## config.mk

```make
export PLATFORM = sky130hd
export DESIGN_NAME = pss_core
export DESIGN_NICKNAME = d
export VERILOG_FILES = /design/src/pss_pkg.sv /design/src/pss_core.sv
export SDC_FILE = /design/constraint.sdc
export NUM_CORES = 1
export LEC_CHECK = 0
export BUFFER_PORTS_ARGS = -buffer_cell sky130_fd_sc_hd__buf_2
export CORE_MARGIN = 4
export CORE_UTILIZATION = 45
export DETAILED_ROUTE_END_ITERATION = 7
export GPL_TIMING_DRIVEN = 1
export PLACE_DENSITY = 0.75
export SYNTH_ARGS = -nofsm -noshare
export SYNTH_HDL_FRONTEND = slang
export SYNTH_SLANG_ARGS = --single-unit
```

## constraint.sdc

```tcl
create_clock -name hclk -period 2.1 [get_ports hclk]
set_clock_uncertainty 0.15 [all_clocks]
set_input_delay 0.42 -clock hclk [delete_from_list [all_inputs] [get_ports hclk]]
set_output_delay 0.42 -clock hclk [all_outputs]
set_load 0.03 [all_outputs]
```

## src/pss_pkg.sv

```systemverilog
/*
  Constants, field layout and state types for the program sequencer core.
  Assumes one clock domain and an eight-word AHB-Lite register window.
*/
`default_nettype none
package pss_pkg;
   localparam int          PC_W          = 11;
   localparam logic [10:0] PC_RESET      = 11'h7ff;
   localparam logic [10:0] PC_ONE        = 11'h001;
   localparam int          PORT_W        = 4;
   localparam logic [3:0]  DIR_RESET     = 4'hf;
   localparam logic [7:0]  FLAGS_POR     = 8'h18;
   localparam logic [7:0]  FLAGS_UPPER_CLR = 8'h1f;
   localparam logic [7:0]  PTR_RO_ONE    = 8'h80;
   localparam logic [4:0]  IND_PORT_ADDR = 5'h00;
   localparam int          F_C           = 0;
   localparam int          F_HC          = 1;
   localparam int          F_Z           = 2;
   localparam int          F_PD          = 3;
   localparam int          F_TO          = 4;
   localparam int          F_PG_LO       = 5;
   localparam int          F_PG_HI       = 6;
   localparam int          PTR_BANK_LO   = 5;
   localparam int          PTR_BANK_HI   = 6;
   localparam int          ADDR_BIT4     = 4;
   localparam logic [2:0]  IDX_PC        = 3'h0;
   localparam logic [2:0]  IDX_FLAGS     = 3'h1;
   localparam logic [2:0]  IDX_PTR       = 3'h2;
   localparam logic [2:0]  IDX_PORT      = 3'h3;
   localparam logic [2:0]  IDX_DIR       = 3'h4;
   localparam logic [2:0]  IDX_STACK     = 3'h5;
   localparam logic [2:0]  IDX_CTRL      = 3'h6;
   localparam logic [2:0]  IDX_LATCH     = 3'h7;
   localparam logic [1:0]  HTRANS_NONSEQ = 2'h2;
   localparam logic [1:0]  HRESP_OKAY    = 2'h0;

   typedef enum logic [2:0] {
      OP_SEQ,
      OP_JUMP,
      OP_CALL,
      OP_RETURN_WITH_LITERAL,
      OP_PCWR
   } pss_op_t;

   typedef struct packed {
      logic [10:0] pc;
      logic [10:0] stk1;
      logic [10:0] stk2;
      logic [7:0]  flags;
      logic [7:0]  ptr;
      logic [3:0]  latch;
      logic [3:0]  dir;
      logic        hold;
      logic [7:0]  wlit;
      logic        wload;
      logic [3:0]  pin_s1;
      logic [3:0]  pin_s2;
      logic        rst_s1;
      logic        rst_s2;
      logic        dp_wr;
      logic [2:0]  dp_idx;
      logic [31:0] rdata;
   } pss_state_t;
endpackage
`default_nettype wire

```

## src/pss_core.sv

```systemverilog
/*
  Program counter, return stack, flags word, indirect pointer banking and the
  first I/O port of a small 8-bit controller, with an AHB-Lite register window.
  Assumes the decoder issues one step pulse per executed instruction and that
  the AHB master performs single word transfers.
*/
// The implementer's own choices: register access over AHB-Lite and the register addresses.
`timescale 1ns/1ns
`default_nettype none
// Function
// - Any reset drives counter to all ones.
// - Counter increments after each non-branching instruction.
// - Jump loads nine operand bits plus page.
// - Call pushes return, loads eight bits, page.
// - Counter destination: result low, bit8 cleared.
// - Increment carries across pages, page bits kept.
// - Two-level stack keeps only newest returns.
// - Return pops level 1, loads literal.
// - Return restores full address, page bits untouched.
// - Own flag updates follow writes; expiry/powerdown read-only.
// - Carry is add carry, inverted borrow.
// - Half carry mirrors carry on low nibble.
// - Reset-cause flags change only on listed events.
// - External reset leaves reset-cause flags alone.
// - Expiry and sleep ignore current flag values.
// - Page bits in flags; upper three cleared.
// - Pointer low five bits select indirect target.
// - Pointer bit seven always reads one.
// - Bit four picks common area or bank.
// - Port read returns pin levels always.
// - Reset makes all pins inputs.
// - First port low four bits; rest zero.
// - Indirect access to indirect port reads zero.
// - Counter reset value is address 7ff.
module pss_core
   import pss_pkg::*;
(
   input  wire logic        hclk,
   input  wire logic        hresetn,
   input  wire logic        hsel,
   input  wire logic [31:0] haddr,
   input  wire logic [1:0]  htrans,
   input  wire logic        hwrite,
   input  wire logic [2:0]  hsize,
   input  wire logic        hready,
   input  wire logic [31:0] hwdata,
   output var  logic [31:0] hrdata,
   output var  logic        hreadyout,
   output var  logic [1:0]  hresp,
   input  wire logic        external_reset_pin_n,
   input  wire logic        watchdog_expiry,
   input  wire logic        sleep_op,
   input  wire logic        watchdog_clear_op,
   input  wire logic        step,
   input  wire pss_op_t     op_kind,
   input  wire logic [8:0]  operand,
   input  wire logic [7:0]  result,
   input  wire logic [7:0]  literal,
   input  wire logic        flags_we,
   input  wire logic        ptr_we,
   input  wire logic        port_we,
   input  wire logic        direction_load_op,
   input  wire logic [3:0]  direction_data,
   input  wire logic        carry_we,
   input  wire logic        carry_in,
   input  wire logic        half_carry_we,
   input  wire logic        half_carry_in,
   input  wire logic        zero_we,
   input  wire logic        ind_sel,
   input  wire logic [4:0]  file_addr,
   input  wire logic [3:0]  port_pin_in,
   output var  logic [10:0] prog_addr,
   output var  logic [7:0]  flags_word,
   output var  logic [7:0]  indirect_pointer,
   output var  logic [7:0]  first_io_port,
   output var  logic [6:0]  data_addr,
   output var  logic        indirect_null,
   output var  logic [7:0]  wreg_literal,
   output var  logic        wreg_load,
   output var  logic [3:0]  port_out,
   output var  logic [3:0]  port_oe
);
   pss_state_t  st_r;
   pss_state_t  st_nxt;
   logic        dev_rst;
   logic        go;
   logic        ap_take;
   logic [4:0]  eff_addr;
   logic [7:0]  ptr_rd;
   logic [7:0]  port_rd;
   logic [31:0] rd_val;
   logic [7:0]  wr_flags;

   assign dev_rst   = !st_r.rst_s2 || watchdog_expiry;
   assign go        = step && !st_r.hold && !dev_rst;
   assign ap_take   = hsel && hready && (htrans == HTRANS_NONSEQ);
   assign ptr_rd    = st_r.ptr | PTR_RO_ONE;
   assign port_rd   = {4'h0, st_r.pin_s2};
   assign eff_addr  = ind_sel ? st_r.ptr[4:0] : file_addr;
   // Bit four clear selects the shared low block whatever bank is chosen.
   assign data_addr = {eff_addr[ADDR_BIT4] ? st_r.ptr[PTR_BANK_HI:PTR_BANK_LO] : 2'h0,
                       eff_addr};
   assign indirect_null = ind_sel && (st_r.ptr[4:0] == IND_PORT_ADDR);

   assign prog_addr        = st_r.pc;
   assign flags_word       = st_r.flags;
   assign indirect_pointer = ptr_rd;
   assign first_io_port    = port_rd;
   assign wreg_literal     = st_r.wlit;
   assign wreg_load        = st_r.wload;
   assign port_out         = st_r.latch;
   assign port_oe          = ~st_r.dir;
   assign hrdata           = st_r.rdata;
   assign hreadyout        = 1'h1;
   assign hresp            = HRESP_OKAY;

   always_comb begin
      case (haddr[4:2])
         IDX_PC:    rd_val = {21'h0, st_r.pc};
         IDX_FLAGS: rd_val = {24'h0, st_r.flags};
         IDX_PTR:   rd_val = {24'h0, ptr_rd};
         IDX_PORT:  rd_val = {24'h0, port_rd};
         IDX_DIR:   rd_val = {28'h0, st_r.dir};
         IDX_STACK: rd_val = {5'h00, st_r.stk2, 5'h00, st_r.stk1};
         IDX_CTRL:  rd_val = {31'h0, st_r.hold};
         IDX_LATCH: rd_val = {28'h0, st_r.latch};
         default:   rd_val = 32'h0;
      endcase
   end

   always_comb begin
      st_nxt        = st_r;
      wr_flags      = st_r.flags;
      st_nxt.pin_s1 = port_pin_in;
      st_nxt.pin_s2 = st_r.pin_s1;
      st_nxt.rst_s1 = external_reset_pin_n;
      st_nxt.rst_s2 = st_r.rst_s1;
      st_nxt.wload  = 1'h0;
      st_nxt.dp_wr  = ap_take && hwrite;
      st_nxt.dp_idx = haddr[4:2];
      if (ap_take && !hwrite) begin
         st_nxt.rdata = rd_val;
      end
      // Bus writes land first so the decoder's own updates below take priority.
      if (st_r.dp_wr) begin
         case (st_r.dp_idx)
            IDX_FLAGS: wr_flags = hwdata[7:0];
            IDX_PTR:   st_nxt.ptr = hwdata[7:0];
            IDX_DIR:   st_nxt.dir = hwdata[3:0];
            IDX_CTRL:  st_nxt.hold = hwdata[0];
            IDX_LATCH: st_nxt.latch = hwdata[3:0];
            default:   st_nxt.hold = st_r.hold;
         endcase
      end
      if (go) begin
         case (op_kind)
            OP_JUMP: st_nxt.pc = {st_r.flags[F_PG_HI:F_PG_LO], operand};
            OP_CALL: begin
               st_nxt.stk1 = st_r.pc + PC_ONE;
               st_nxt.stk2 = st_r.stk1;
               st_nxt.pc   = {st_r.flags[F_PG_HI:F_PG_LO], 1'h0, operand[7:0]};
            end
            OP_RETURN_WITH_LITERAL: begin
               st_nxt.pc    = st_r.stk1;
               st_nxt.stk1  = st_r.stk2;
               st_nxt.wlit  = literal;
               st_nxt.wload = 1'h1;
            end
            OP_PCWR: st_nxt.pc = {st_r.flags[F_PG_HI:F_PG_LO], 1'h0, result};
            default: st_nxt.pc = st_r.pc + PC_ONE;
         endcase
         if (flags_we) begin
            wr_flags = result;
         end
         if (ptr_we) begin
            st_nxt.ptr = result;
         end
         if (port_we) begin
            st_nxt.latch = result[3:0];
         end
         if (direction_load_op) begin
            st_nxt.dir = direction_data;
         end
      end
      // Expiry and powerdown never take written values.
      wr_flags[F_TO] = st_r.flags[F_TO];
      wr_flags[F_PD] = st_r.flags[F_PD];
      if (go) begin
         if (carry_we) begin
            wr_flags[F_C] = carry_in;
         end
         if (half_carry_we) begin
            wr_flags[F_HC] = half_carry_in;
         end
         if (zero_we) begin
            wr_flags[F_Z] = (result == 8'h00);
         end
         // Flag values are not consulted, so sleep always acts and clear acts unless sleep is set too.
         if (sleep_op) begin
            wr_flags[F_TO] = 1'h1;
            wr_flags[F_PD] = 1'h0;
         end else if (watchdog_clear_op) begin
            wr_flags[F_TO] = 1'h1;
            wr_flags[F_PD] = 1'h1;
         end
      end
      if (watchdog_expiry) begin
         wr_flags[F_TO] = 1'h0;
      end
      st_nxt.flags = wr_flags;
      // The external pin reset touches neither expiry nor powerdown.
      if (dev_rst) begin
         st_nxt.pc    = PC_RESET;
         st_nxt.flags = wr_flags & FLAGS_UPPER_CLR;
         st_nxt.dir   = DIR_RESET;
         st_nxt.wload = 1'h0;
      end
   end

   always_ff @(posedge hclk or negedge hresetn) begin
      if (!hresetn) begin
         st_r        <= '0;
         st_r.pc     <= PC_RESET;
         st_r.flags  <= FLAGS_POR;
         st_r.dir    <= DIR_RESET;
         st_r.rst_s1 <= 1'h0;
         st_r.rst_s2 <= 1'h0;
      end else begin
         st_r <= st_nxt;
      end
   end

   chk_reset_pc_ones: assert property (@(posedge hclk) disable iff (!hresetn)
      !st_r.rst_s2 |=> (st_r.pc == PC_RESET) && (st_r.flags[F_PG_HI:F_PG_LO] == 2'h0))
      else $error("counter or page not cleared by device reset");

   chk_seq_advance: assert property (@(posedge hclk) disable iff (!hresetn)
      go && (op_kind == OP_SEQ) |=> st_r.pc == $past(st_r.pc) + PC_ONE)
      else $error("sequential step did not advance counter by one");

   chk_page_carry: assert property (@(posedge hclk) disable iff (!hresetn)
      go && (op_kind == OP_SEQ) && (st_r.pc[8:0] == 9'h1ff) && !flags_we && !st_r.dp_wr
      |=> (st_r.pc[10:9] == $past(st_r.pc[10:9]) + 2'h1)
          && $stable(st_r.flags[F_PG_HI:F_PG_LO]))
      else $error("page carry wrong or page bits changed");

   chk_jump_load: assert property (@(posedge hclk) disable iff (!hresetn)
      go && (op_kind == OP_JUMP)
      |=> st_r.pc == {$past(st_r.flags[F_PG_HI:F_PG_LO]), $past(operand)})
      else $error("jump target wrong");

   chk_call_push: assert property (@(posedge hclk) disable iff (!hresetn)
      go && (op_kind == OP_CALL)
      |=> (st_r.stk1 == $past(st_r.pc) + PC_ONE) && (st_r.stk2 == $past(st_r.stk1))
          && (st_r.pc[8] == 1'h0) && (st_r.pc[7:0] == $past(operand[7:0])))
      else $error("call push or target wrong");

   chk_ret_pop: assert property (@(posedge hclk) disable iff (!hresetn)
      go && (op_kind == OP_RETURN_WITH_LITERAL)
      |=> (st_r.pc == $past(st_r.stk1)) && (st_r.stk1 == $past(st_r.stk2))
          && (st_r.stk2 == $past(st_r.stk2)) && wreg_load && (wreg_literal == $past(literal)))
      else $error("return did not pop stack or load literal");

   chk_pc_dest: assert property (@(posedge hclk) disable iff (!hresetn)
      go && (op_kind == OP_PCWR)
      |=> st_r.pc == {$past(st_r.flags[F_PG_HI:F_PG_LO]), 1'h0, $past(result)})
      else $error("counter destination load wrong");

   chk_ret_page: assert property (@(posedge hclk) disable iff (!hresetn)
      go && (op_kind == OP_RETURN_WITH_LITERAL) && !flags_we && !st_r.dp_wr
      |=> $stable(st_r.flags[F_PG_HI:F_PG_LO]))
      else $error("return changed page bits");

   chk_flag_lock: assert property (@(posedge hclk) disable iff (!hresetn)
      !watchdog_expiry && !(go && (sleep_op || watchdog_clear_op))
      |=> $stable(st_r.flags[F_PD:F_PD]) && $stable(st_r.flags[F_TO:F_TO]))
      else $error("reset-cause flags changed without event");

   chk_sleep_flags: assert property (@(posedge hclk) disable iff (!hresetn)
      go && sleep_op && !watchdog_expiry |=> st_r.flags[F_TO] && !st_r.flags[F_PD])
      else $error("sleep did not set expiry and clear powerdown");

   chk_expiry_flag: assert property (@(posedge hclk) disable iff (!hresetn)
      watchdog_expiry |=> !st_r.flags[F_TO] && (st_r.pc == PC_RESET)
                          && (st_r.flags[F_PD] == $past(st_r.flags[F_PD])))
      else $error("expiry handling wrong");

   chk_zero_flag: assert property (@(posedge hclk) disable iff (!hresetn)
      go && zero_we |=> st_r.flags[F_Z] == ($past(result) == 8'h00))
      else $error("zero flag mismatch");

   chk_ptr_bit7: assert property (@(posedge hclk) disable iff (!hresetn)
      indirect_pointer[7] && (indirect_pointer[6:0] == st_r.ptr[6:0])
      && (first_io_port[7:4] == 4'h0))
      else $error("pointer bit 7 or port upper bits wrong");

   chk_ind_null: assert property (@(posedge hclk) disable iff (!hresetn)
      ind_sel && (st_r.ptr[4:0] == IND_PORT_ADDR) |-> indirect_null && (data_addr[4:0] == 5'h00))
      else $error("indirect self access not flagged");

   chk_dir_reset: assert property (@(posedge hclk) disable iff (!hresetn)
      dev_rst |=> port_oe == 4'h0)
      else $error("pins not made inputs on reset");

   chk_stack_deep_hold: assert property (@(posedge hclk) disable iff (!hresetn)
      !(go && (op_kind == OP_CALL)) |=> $stable(st_r.stk2))
      else $error("stack level 2 changed without a call");

   chk_stack_top_hold: assert property (@(posedge hclk) disable iff (!hresetn)
      !(go && ((op_kind == OP_CALL) || (op_kind == OP_RETURN_WITH_LITERAL))) |=> $stable(st_r.stk1))
      else $error("stack level 1 changed without call or return");

   chk_carry_take: assert property (@(posedge hclk) disable iff (!hresetn)
      go && carry_we |=> st_r.flags[F_C] == $past(carry_in))
      else $error("carry flag did not take its update");

   chk_half_take: assert property (@(posedge hclk) disable iff (!hresetn)
      go && half_carry_we |=> st_r.flags[F_HC] == $past(half_carry_in))
      else $error("half carry flag did not take its update");

   chk_pin_reset_keep: assert property (@(posedge hclk) disable iff (!hresetn)
      !st_r.rst_s2 && !watchdog_expiry
      |=> $stable(st_r.flags[F_TO]) && $stable(st_r.flags[F_PD]))
      else $error("pin reset changed reset-cause flags");

   chk_upper_clear: assert property (@(posedge hclk) disable iff (!hresetn)
      dev_rst |=> (st_r.flags & ~FLAGS_UPPER_CLR) == 8'h00)
      else $error("upper flag bits not cleared by reset");

   chk_pc_all_ones: assert property (@(posedge hclk) disable iff (!hresetn)
      dev_rst |=> prog_addr == {PC_W{1'b1}})
      else $error("counter not at top address after reset");

   chk_clear_flags: assert property (@(posedge hclk) disable iff (!hresetn)
      go && watchdog_clear_op && !sleep_op && !watchdog_expiry
      |=> st_r.flags[F_TO] && st_r.flags[F_PD])
      else $error("watchdog clear did not set both flags");

   chk_pc_idle: assert property (@(posedge hclk) disable iff (!hresetn)
      !go && !dev_rst |=> $stable(st_r.pc))
      else $error("counter moved without an executed instruction");

   chk_common_block: assert property (@(posedge hclk) disable iff (!hresetn)
      !data_addr[ADDR_BIT4] |-> (data_addr[PTR_BANK_HI:PTR_BANK_LO] == 2'h0))
      else $error("common block address carries a bank");

   chk_bank_pick: assert property (@(posedge hclk) disable iff (!hresetn)
      data_addr[ADDR_BIT4]
      |-> (data_addr[PTR_BANK_HI:PTR_BANK_LO] == st_r.ptr[PTR_BANK_HI:PTR_BANK_LO]))
      else $error("banked address does not follow pointer bank");

   chk_ind_target: assert property (@(posedge hclk) disable iff (!hresetn)
      ind_sel |-> (data_addr[4:0] == st_r.ptr[4:0]))
      else $error("indirect target not taken from pointer");

   chk_direct_target: assert property (@(posedge hclk) disable iff (!hresetn)
      !ind_sel |-> (data_addr[4:0] == file_addr))
      else $error("direct target not taken from operand");

   chk_port_sync: assert property (@(posedge hclk) disable iff (!hresetn)
      $past(hresetn) && $past(hresetn, 2)
      |-> (first_io_port == {4'h0, $past(port_pin_in, 2)}))
      else $error("port read does not show pin levels");

   chk_ptr_bus_read: assert property (@(posedge hclk) disable iff (!hresetn)
      ap_take && !hwrite && (haddr[4:2] == IDX_PTR)
      |=> hrdata[7] && (hrdata[31:8] == 24'h0))
      else $error("pointer bus read lost its fixed bit");

   chk_page_write: assert property (@(posedge hclk) disable iff (!hresetn)
      st_r.dp_wr && (st_r.dp_idx == IDX_FLAGS) && !go && !dev_rst
      |=> st_r.flags[F_PG_HI:F_PG_LO] == $past(hwdata[F_PG_HI:F_PG_LO]))
      else $error("page bits did not take a bus write");

   chk_dir_load: assert property (@(posedge hclk) disable iff (!hresetn)
      go && direction_load_op |=> port_oe == ~$past(direction_data))
      else $error("direction load did not set drivers");

   chk_wload_pulse: assert property (@(posedge hclk) disable iff (!hresetn)
      !(go && (op_kind == OP_RETURN_WITH_LITERAL)) |=> !wreg_load)
      else $error("literal load without a return");
endmodule // pss_core
`default_nettype wire

```

* After elaboration in Yosys (flattened, before gate mapping)
Cells that the tools add are included.
** Storage, ports and cells
- Register bits :: 113
- Bits of input ports :: 130
- Output and inout port bits :: 95
- Word-level logic and storage cells :: 90
** Operators by class
- Add/sub/neg operators :: 1
- Equality and inequality tests :: 17
- Mux-type cells :: 33
- Bitwise logic cells :: 1
- Reductions and logical operators :: 21
** Operators by type and width (count)
- $pmux W32 S8 :: 1
- $mux W8 :: 7
- $pmux W11 S4 :: 1
- $mux W33 :: 1
- $eq A3 B3 Y1 const B :: 8
- $mux W11 :: 2
- $pmux W11 S2 :: 1
- $mux W4 :: 5
- $mux W17 :: 1
- $mux W16 :: 1
- $eq A3 B2 Y1 const B :: 5
- $add A11 B1 Y11 const B :: 1
- $mux W5 :: 2
- $eq A3 B1 Y1 const B :: 3
- $logic_not A8 Y1 :: 1
- $mux W1 :: 8
- $reduce_and A2 Y1 :: 4
- $logic_and A1 B1 Y1 :: 7
- $mux W2 :: 3
- $logic_not A5 Y1 :: 1
- $logic_not A1 Y1 :: 4
- $not A4 Y4 :: 1
- $reduce_bool A2 Y1 :: 2
- $logic_not A3 Y1 :: 1
- other kinds (2) :: 2

* Depth between registers and ports, before layout
Gate-level depths: netlist of run 1.
- Word-level depth :: 9
- Mapped depth :: 7
- Depth with buffers taken out :: 6

* Least setup slack after synthesis of run 1
Ideal clock, no wire load.
- Kind :: input -> output
- Start point :: input ind_sel
- End point :: output indirect_null
- Arrival time :: 1898 ps
- Data required time :: 1530 ps
- Setup slack :: -368 ps
- Stages on the path :: 3
- Buffers on the path :: 1
- Cell sequence :: clkbuf_1 -> or4b_2 -> nor3_1
** Between the ends
- Cells in the longest elaborated chain, start to end :: 1
** RTL lines
- start, declared :: line pss_core.sv:69 : input wire logic ind_sel,
- $logic_and A1 B1 Y1 :: line pss_core.sv:103 : assign indirect_null = ind_sel && (st_r.ptr[4:0] == IND_PORT_ADDR);
- end, declared :: line pss_core.sv:77 : output var logic indirect_null,
Every way passes these cells.

* Worst setup path after layout of run 1
- Start point :: register st_r (netlist bit indirect_pointer[3])
- End point :: output indirect_null
** Between the ends
- Cells in the longest elaborated chain, start to end :: 2
** RTL lines
- start, declared :: line pss_core.sv:83 : pss_state_t st_r;
- start signal, assigned :: line pss_core.sv:229 : st_r <= st_nxt;
- $logic_not A5 Y1 :: line pss_core.sv:103
- $logic_and A1 B1 Y1 :: line pss_core.sv:103
Every way passes these cells.

==> run_results.csv, run 1 <==
group,metric,value,unit
global_routing,grt_pass1_wl,25.4,mm
timing,worstMarginPinSlew,0.616,ns
setup_path,setup.worst_path.end_class,"primary output",
run,max-cap-violations,0,
setup_path,worst-setup-path-type,"flop to primary output",
run_status,outcome,"finished with violations",
yosys,post_synth_instance_area,5890,sq um
setup_path,timing.critical_path.arrival,1.55,ns
placement,io_buffers,150,
finish,areaGrowthSynthToFinish,15.0,%
yosys,synth_top_cell_area_share,36.1,%
timing,finalSetupViolCount,1,
detailed_routing,ant_nets,0,
setup_path,cp_max_fo,2,
yosys,cells_after_synthesis,624,
pwr,ir_worst_vdd,0.400,mV
detailed_routing,detailedRoute.firstPassIterationCount,5,
detailed_routing,routed_via_density,5.41,
die,chip_height,122,um
finish,final_net_count,852,
pwr,seq_power_share,44.2,%
detailed_routing,routedWlPerCell,18.5,um
yosys,synthTopCellsByArea,"sky130_fd_sc_hd__dfrtp_1, sky130_fd_sc_hd__buf_4, sky130_fd_sc_hd__dfstp_2",
timing,clock_period_minus_final_worst_setup_slack,2.12,ns
yosys,synth-compound-area-share,15.5,%
yosys,synth_simple_gate_area_share,14.3,%
pwr,power.share.switching,34.9,%
pwr,clock_power_share,31.2,%
placement,dpl.cell_count,879,
die,initial_core_utilization,46.3,%
yosys,ys_top_cells_by_count,"sky130_fd_sc_hd__buf_4, sky130_fd_sc_hd__dfrtp_1, sky130_fd_sc_hd__nand2_1, sky130_fd_sc_hd__o21ai_0, sky130_fd_sc_hd__nor2_1",
die,io_pins,225,
clock_tree,tritoncts,"yes",
placement,routabilityCongestion,0.939,
worst_hold_path,worst_hold_path_type,"input port to flop",
yosys,seq_area_frac_synth,43.7,%
global_routing,number_of_global_route_vias_before_repair,4584,
yosys,count_of_flip_flops_with_a_built_in_enable_after_synthesis,0,
detailed_routing,drcViolationCount,0,
clock_tree,clock_insertion_delay_worst_skew,0.36,ns
clock_tree,cts_sinks,102,
global_routing,grt-ovfl-total,0,
die,die_x,122,um
timing,finalWorstSetupSlack,-0.0198,ns
yosys,synth-warning-count,0,
die,core_area,12700,sq um
timing,number_of_pins_exceeding_their_max_slew_limit_in_the_final_report,0,
placement,post-dp-hpwl,12.9,mm
global_routing,antenna_violations_before_repair,0,
yosys,synthDistinctLibCells,65,
yosys,async_flop_share,100,%
setup_path,cp_launch_type,"flop",
pwr,switching_power,1850,uW
yosys,synth_xor_area_share,1.49,%
global_routing,global_route.usage.total,22.0,%
yosys,yosysMostFrequentCell,"sky130_fd_sc_hd__buf_4",
pwr,totalPowerFinal,5310,uW
clock_tree,cts_buffer_count,9,
yosys,synthesis_stage_register_bit_count,102,
yosys,postSynthAreaPerCell,9.45,sq um
die,num_rows,41,
finish,fillerInstances,1198,
finish,diodes,0,
pwr,cellInternalPower,3460,uW
yosys,synthAdderAreaFrac,0.212,%
timing,grt_setup_unrepaired,"true",
clock_tree,cts-root-buf,"sky130_fd_sc_hd__clkbuf_16",
clock_tree,cts.htree.levels,3,
setup_path,worst-endpoint-required,1.53,ns
clock_tree,cts.reportedPaths.clkPinSlew,0.08,ns
timing,timing.slew.headroom,58.8,%
pwr,p_per_area,783,nW/um^2
pwr,power.static_leakage,0.00332,uW
timing,post-route-period-util,101,%
finish,drive_gt1_share,33.5,%
yosys,yosys-mux-area-fraction,10.4,%
clock_tree,clockBufferDepth,2,
global_routing,grt_start_max_net_pins,45,
yosys,yosys.area.top_type,"sky130_fd_sc_hd__dfrtp_1",
yosys,synth_top_family_by_area,"compound AO/OA/AOI/OAI gates",
yosys,yosys_most_used_dff,"sky130_fd_sc_hd__dfrtp_1",
finish,layoutNonFillerInstCount,898,
die,dieArea,15000,sq um
timing,max_clock_freq,472,MHz
detailed_routing,drt_iter0_markers,426,
detailed_routing,routed_wirelength,16.6,mm
pwr,share_comb_of_total_power,24.6,%
timing,hold_viol_final,0,
run_status,failed_checks,"negative setup slack",
detailed_routing,detailroute.via_count,4862,
[power by group through the flow]
stage / Clock (uW) / Sequential [uW] / Combinational [uW]
3_5_place_dp: 0 / 2380 / 1280
6_report: 1660 / 2350 / 1310
2_1_floorplan: 0 / 2310 / 1050
5_1_grt: 1750 / 2370 / 1410
4_1_cts: 1680 / 2340 / 1300
3_3_place_gp: 0 / 2370 / 1260
[layout by cell type, fill, tap and decap left out, drive strengths merged, types with 4 or more instances in the layout]
master	n
a211oi	4
a21oi	24
a221o	4
a221oi	5
a22oi	6
a31oi	10
and3	5
buf	185
clkbuf	9
conb	18
dfrtp	85
dfstp	17
inv	21
mux2	24
mux2i	31
nand2	85
nand3	9
nor2	34
nor2b	5
nor3	6
o211ai	7
o21ai	56
o22ai	5
xnor2	5
xor2	5
[kinds of logic after synthesis]
logic type	after synthesis
other	2
adders and majority gates	1
muxes	55
buffers and inverters	134
xor gates and xnor gates	10
and+or+nand+nor	174
DFF	102
AOI/OAI and AO/OA	146
[metal layers]
layer / track usage, % / up-vias / share of wire, %
met5: 0 / - / 0
met4: 7.07 / 0 / 1.3
met3: 3.09 / 16 / 8.7
met2: 33.7 / 235 / 45
met1: 32.2 / 2332 / 45
li1: - / 2279 / -
[flip-flops by register name, summed over array words and instances, names as in the netlist]
register	count
hrdata	22
wreg_literal	8
st_r	32
port_out	4
indirect_pointer	7
st_nxt	5
wreg_load	1
prog_addr	11
flags_word	8
first_io_port	4
[critical path, stage by stage (launching register included)]
cell and delay [ns]:
sky130_fd_sc_hd__dfrtp_1 0.37, sky130_fd_sc_hd__or4b_4 0.55, sky130_fd_sc_hd__nor3_4 0.13, sky130_fd_sc_hd__buf_6 0.15
[stage by stage]
| stage | area [sq um] | setup TNS (ns) | hold WS [ns] | util, % | setup slack, ns |
|---|---|---|---|---|---|
| floorplan | 5970 | 0 | -0.0256 | - | 0.145 |
| global placement | 6450 | 0 | 0.182 | 50.7 | 0.0596 |
| detailed placement | 6450 | 0 | 0.186 | 50.7 | 0.0114 |
| CTS | 6780 | -0.0396 | 0.0102 | 53.3 | -0.0396 |
| global route | 6780 | -0.0608 | 0.0118 | 53.3 | -0.0608 |
| finish | 6780 | -0.0198 | 0.0128 | 53.3 | -0.0198 |
[cell type report]
class | instances | area, sq um | area share, %
tap | 172 | 215 | 3.17
multi-input combinational | 404 | 2560 | 37.8
inverter | 18 | 67.6 | 0.997
clock buffer | 9 | 225 | 3.32
timing repair buffer | 186 | 1070 | 15.8
clock inverter | 7 | 67.6 | 0.997
sequential | 102 | 2570 | 38.0
[final timing paths]
check	from	end	slack, ns	cells after the start
setup / recovery	indirect_pointer[3]	indirect_null	-0.02	3
max in group asynchronous	hresetn	st_r[55]	0.75	3
hold reg to reg	st_nxt[41]	first_io_port[3]	0.20	0
hold / removal	port_pin_in[0]	st_nxt[38]	0.01	1
min in group asynchronous	hresetn	st_nxt[39]	0.47	2
setup reg to reg	st_r[55]	wreg_literal[6]	0.12	4
[what timing repair did]
item | 4_1_cts | 5_1_grt
buffers inserted | 2 | 0
pin swaps | 2 | 0
endpoints found under the setup margin | 1 | 4
hold endpoints to repair | 24 | 0
hold buffers | 1 | 0
resized for setup | 2 | 1
No activity file was read; power rests on OpenSTA's default activity.
==> inputs of run 2 (changes only) <==
Settings changed: CAP_MARGIN from default to 25, CORE_ASPECT_RATIO from default to 0.5.
==> run_results.csv, run 2 (synthesized netlist as in run 1, its figures left out) <==
group,metric,value,unit
clock_tree,clockBufferDepth,2,
pwr,seq_power_share,44.9,%
detailed_routing,drcViolationCount,0,
clock_tree,tritoncts,"yes",
clock_tree,cts.reportedPaths.clkPinSlew,0.07,ns
placement,dpl.cell_count,881,
die,die_x,170,um
timing,grt_setup_unrepaired,"true",
finish,commonest_non_fill_non_tap_cell_in_the_layout,"sky130_fd_sc_hd__buf_2",
detailed_routing,detailroute.via_count,4829,
timing,post-route-period-util,101,%
timing,finalSetupViolCount,1,
finish,largest_register_ffs,32,
timing,number_of_pins_exceeding_their_max_slew_limit_in_the_final_report,0,
setup_path,setup.worst_path.end_class,"primary output",
pwr,p_per_area,773,nW/um^2
die,dieArea,15100,sq um
finish,final_net_count,854,
setup_path,crit_cells,3,
setup_path,cp_max_fo,2,
pwr,clock_power_share,30.3,%
timing,worstMarginPinSlew,0.535,ns
detailed_routing,detailedRoute.firstPassIterationCount,4,
setup_path,cp_launch_type,"flop",
global_routing,grt_pass1_wl,25.5,mm
setup_path,cpPeakStageDelay,0.55,ns
setup_path,timing.critical_path.arrival,1.56,ns
pwr,share_comb_of_total_power,24.8,%
timing,clock_period_minus_final_worst_setup_slack,2.13,ns
setup_path,worstPathCellList,"or4b_4, nor3_4, buf_6",
global_routing,antenna_violations_before_repair,0,
global_routing,grt-ovfl-total,0,
detailed_routing,ant_nets,0,
pwr,cellInternalPower,3440,uW
timing,finalWorstSetupSlack,-0.0312,ns
global_routing,number_of_global_route_vias_before_repair,4683,
pwr,switching_power,1780,uW
finish,fillerInstances,1165,
clock_tree,cts_buffer_count,9,
finish,areaGrowthSynthToFinish,14.5,%
worst_hold_path,worst_hold_path_type,"input port to flop",
pwr,power.share.switching,34.2,%
finish,layout.core_utilization,53.0,%
finish,mostFrequentLayoutCells,"sky130_fd_sc_hd__buf_2, sky130_fd_sc_hd__nand2_1, sky130_fd_sc_hd__dfrtp_1",
setup_path,cp_slowest_cell,"sky130_fd_sc_hd__or4b_4",
placement,routabilityCongestion,0.903,
run_status,failed_checks,"negative setup slack",
run_status,outcome,"finished with violations",
setup_path,crit_buf_inv,1,
setup_path,worst-setup-path-type,"flop to primary output",
finish,layoutNonFillerInstCount,898,
placement,placed_cell_area,6450,sq um
setup_path,worst-endpoint-required,1.53,ns
finish,diodes,0,
clock_tree,postCtsSetupRepairBufs,0,
die,initial_core_utilization,46.3,%
global_routing,grt_start_max_net_pins,103,
die,core_area,12700,sq um
clock_tree,cts-root-buf,"sky130_fd_sc_hd__clkbuf_16",
detailed_routing,routedWlPerCell,18.0,um
detailed_routing,routed_via_density,5.38,
clock_tree,cts_sinks,102,
timing,timing.slew.headroom,64.4,%
die,io_pins,225,
setup_path,worst_r2r_path_depth,6,
clock_tree,clock_insertion_delay_worst_skew,0.35,ns
die,num_rows,29,
finish,drive_gt1_share,33.4,%
detailed_routing,routed_wirelength,16.2,mm
finish,largest_register_by_flop_count,"st_r",
pwr,ir_worst_vdd,0.373,mV
finish,post-route-cell-area,6750,sq um
pwr,power.static_leakage,0.00331,uW
placement,detailedPlace.worstSlack,0.00806,ns
placement,post-dp-hpwl,12.5,mm
placement,io_buffers,150,
die,chip_height,88.9,um
global_routing,global_route.usage.total,21.8,%
timing,max_clock_freq,469,MHz
setup_path,critical_path.top_delay_family,"simple AND/OR/NAND/NOR gates",
clock_tree,cts.htree.levels,3,
worst_hold_path,timing.hold.worst_path_depth,1,
timing,hold_viol_final,0,
detailed_routing,drt_iter0_markers,304,
run,max-cap-violations,0,
==> run 2: cell types whose count changed in the layout (fill, tap and decap cells not counted), sizes merged <==
cell    previous run  this run
buf              185       187
clkbuf             9        11
clkinv             2         1
inv               21        20
==> run 2: metal layers <==
metal  wire [um]  global-route usage, %
met5           0                      0
met4         361                   6.14
met3        1170                   5.43
met2        7320                   35.1
met1        7340                   29.9
==> run 2: final cells by class <==
type                       instances  area (sq um)  share of cell area, %
clock buffer                      11           233                   3.45
clock inverter                     5          43.8                  0.649
inverter                          18          67.6                   1.00
multi-input combinational        404          2560                   37.9
sequential                       102          2570                   38.1
tap                              170           213                   3.15
timing repair buffer             188          1060                   15.7
==> run 2: worst paths after layout <==
path                                      from       endpoint  slack, ns
setup / recovery           indirect_pointer[2]  indirect_null      -0.03
hold / removal                  port_pin_in[3]     st_nxt[41]       0.02
setup reg to reg                  prog_addr[1]       st_r[99]       0.14
hold reg to reg                     st_nxt[36]       st_r[36]       0.20
max in group asynchronous              hresetn   prog_addr[0]       0.87
min in group asynchronous              hresetn      hrdata[8]       0.52
==> run 2: through the flow <==
step | power (uW) | hold slack (ns) | setup TNS (ns)
after floorplan | 3350 | -0.0256 | 0
after global placement | 3640 | 0.182 | 0
after detailed placement | 3670 | 0.186 | 0
after CTS | 5250 | 0.00957 | -0.0495
after global routing | 5470 | 0.00466 | -0.0883
final | 5220 | 0.0157 | -0.0312
==> run 2: power by group through the flow <==
| stage | Sequential [uW] | Clock, uW | Combinational (uW) |
|---|---|---|---|
| floorplan | 2310 | 0 | 1050 |
| global placement | 2360 | 0 | 1270 |
| CTS | 2340 | 1610 | 1300 |
| detailed placement | 2380 | 0 | 1290 |
| finish | 2350 | 1580 | 1290 |
| global route | 2370 | 1700 | 1400 |
==> run 2: timing repair <==
action,4_1_cts,5_1_grt
setup endpoints to repair,1,4
endpoints found under the hold margin,9,0
gates resized for setup,2,1
hold buffers,1,0
pin swaps,2,0
==> inputs of run 3 (changes only) <==
Settings changed: CELL_PAD_IN_SITES_DETAIL_PLACEMENT from default to 2, CELL_PAD_IN_SITES_GLOBAL_PLACEMENT from default to 2, CORE_UTILIZATION 45 to 29, PLACE_DENSITY 0.75 to 0.82.
==> run_results.csv, run 3 (synthesized netlist as in run 1, its figures left out) <==
group,metric,value,unit
run_status,outcome,"finished with violations",
run_status,failed_checks,"negative setup slack",
die,io_pins,225,
run,max-cap-violations,0,
timing,post-route-period-util,103,%
global_routing,antenna_violations_before_repair,0,
finish,layout.core_utilization,35.7,%
global_routing,grt_start_max_net_pins,103,
finish,largest_register_ffs,32,
pwr,p_per_area,816,nW/um^2
finish,diodes,0,
die,die_x,210,um
global_routing,global_route.usage.total,19.0,%
finish,final_net_count,859,
setup_path,cp_max_fo,2,
global_routing,number_of_global_route_vias_before_repair,5450,
die,core_area,19700,sq um
placement,post-dp-hpwl,16.6,mm
setup_path,cp_slowest_cell,"sky130_fd_sc_hd__or4b_4",
pwr,share_comb_of_total_power,24.0,%
setup_path,worst-setup-path-type,"flop to primary output",
detailed_routing,routed_via_density,4.97,
global_routing,grt_pass1_wl,33.1,mm
pwr,clock_power_share,34.8,%
die,initial_core_utilization,29.9,%
pwr,power.share.switching,33.5,%
clock_tree,cts_buffer_count,9,
detailed_routing,detailroute.via_count,4969,
clock_tree,clockBufferDepth,2,
clock_tree,cts_sinks,102,
setup_path,cpPeakStageDelay,0.55,ns
timing,clock_period_minus_final_worst_setup_slack,2.16,ns
detailed_routing,drt_iter0_markers,254,
timing,final.hold.worst_slack,0.0183,ns
detailed_routing,drcViolationCount,0,
detailed_routing,ant_nets,0,
timing,timing.slew.headroom,60.5,%
timing,max_clock_freq,462,MHz
finish,commonest_non_fill_non_tap_cell_in_the_layout,"sky130_fd_sc_hd__buf_2",
timing,number_of_pins_exceeding_their_max_slew_limit_in_the_final_report,0,
detailed_routing,routed_wirelength,21.7,mm
pwr,ir_worst_vdd,0.371,mV
pwr,power.static_leakage,0.00339,uW
pwr,switching_power,1930,uW
detailed_routing,detailedRoute.firstPassIterationCount,4,
pwr,seq_power_share,41.2,%
pwr,cellInternalPower,3820,uW
setup_path,worstPathCellList,"or4b_4, nor3_4, buf_6",
die,chip_height,109,um
worst_hold_path,worst_hold_path_type,"input port to flop",
timing,finalSetupViolCount,1,
die,num_rows,36,
die,dieArea,22800,sq um
placement,routabilityCongestion,0.871,
clock_tree,cts-root-buf,"sky130_fd_sc_hd__clkbuf_16",
setup_path,cp_launch_type,"flop",
setup_path,timing.critical_path.arrival,1.59,ns
clock_tree,tritoncts,"yes",
global_routing,grt-ovfl-total,0,
clock_tree,cts.reportedPaths.clkPinSlew,0.07,ns
placement,io_buffers,150,
timing,grt_setup_unrepaired,"true",
timing,hold_viol_final,0,
detailed_routing,routedWlPerCell,21.7,um
finish,drive_gt1_share,34.0,%
clock_tree,cts.htree.levels,3,
finish,mostFrequentLayoutCells,"sky130_fd_sc_hd__buf_2, sky130_fd_sc_hd__nand2_1, sky130_fd_sc_hd__dfrtp_1",
timing,finalWorstSetupSlack,-0.0633,ns
setup_path,worst-endpoint-required,1.53,ns
timing,worstMarginPinSlew,0.593,ns
setup_path,setup.worst_path.end_class,"primary output",
clock_tree,clock_insertion_delay_worst_skew,0.36,ns
finish,areaGrowthSynthToFinish,19.4,%
finish,largest_register_by_flop_count,"st_r",
run 3: stage by stage:
stage	setup WS, ns	power, uW	setup TNS, ns	instances	instance area, sq um
2_1_floorplan	0.145	3350	0	640	5970
3_3_place_gp	0.0473	3680	0	978	6610
3_5_place_dp	0.0189	3740	0	978	6610
4_1_cts	-0.0722	5790	-0.0722	999	7010
5_1_grt	-0.109	6000	-0.109	999	7040
6_report	-0.0633	5740	-0.0633	999	7040
run 3: layer usage:
layer,global-route usage [%],vias up,part of all wire (%)
met4,4.28,0,1.2
met1,23.4,2587,44
met5,0,-,0
met3,3.68,18,3.6
met2,34.7,85,51
li1,-,2279,-
run 3: path summary, 6_finish.rpt:
path | to | cells after the start | startpoint | slack [ns]
worst max-delay path | indirect_null | 3 | indirect_pointer[2] | -0.06
worst min-delay path | st_nxt[39] | 1 | port_pin_in[1] | 0.02
worst max register to register | st_r[100] | 5 | prog_addr[4] | 0.14
worst min register to register | first_io_port[1] | 0 | st_nxt[39] | 0.21
max in group asynchronous | st_r[89] | 3 | hresetn | 0.82
min in group asynchronous | st_nxt[40] | 3 | hresetn | 0.52
run 3: critical path: cells and delay by family, from the launching register on:
family	cells	cell delay, ns
buf+inv	1	0.15
simple gates	2	0.69
flops	1	0.39
run 3: area by class of cell:
cell class,instances,area [sq um]
inverters,18,67.6
well taps,266,333
repair buffers,193,1140
clock inverters,6,116
multi-input cells,404,2580
fillers,2223,12700
clock buffers,10,229
flip-flops and latches,102,2570
run 3: power groups by stage:
stage	sequential [uW]	clock [uW]	combinational (uW)
floorplan	2310	0	1050
global placement	2380	0	1300
detailed placement	2400	0	1340
CTS	2370	2050	1370
global route	2390	2120	1490
finish	2360	2000	1380
run 3: what timing repair did:
action | CTS | global route
endpoints found under the hold margin | 6 | 0
hold buffers | 3 | 0
resized for setup | 2 | 8
buffers inserted | 2 | 0
setup endpoints to repair | 1 | 7
pin swaps | 2 | 1
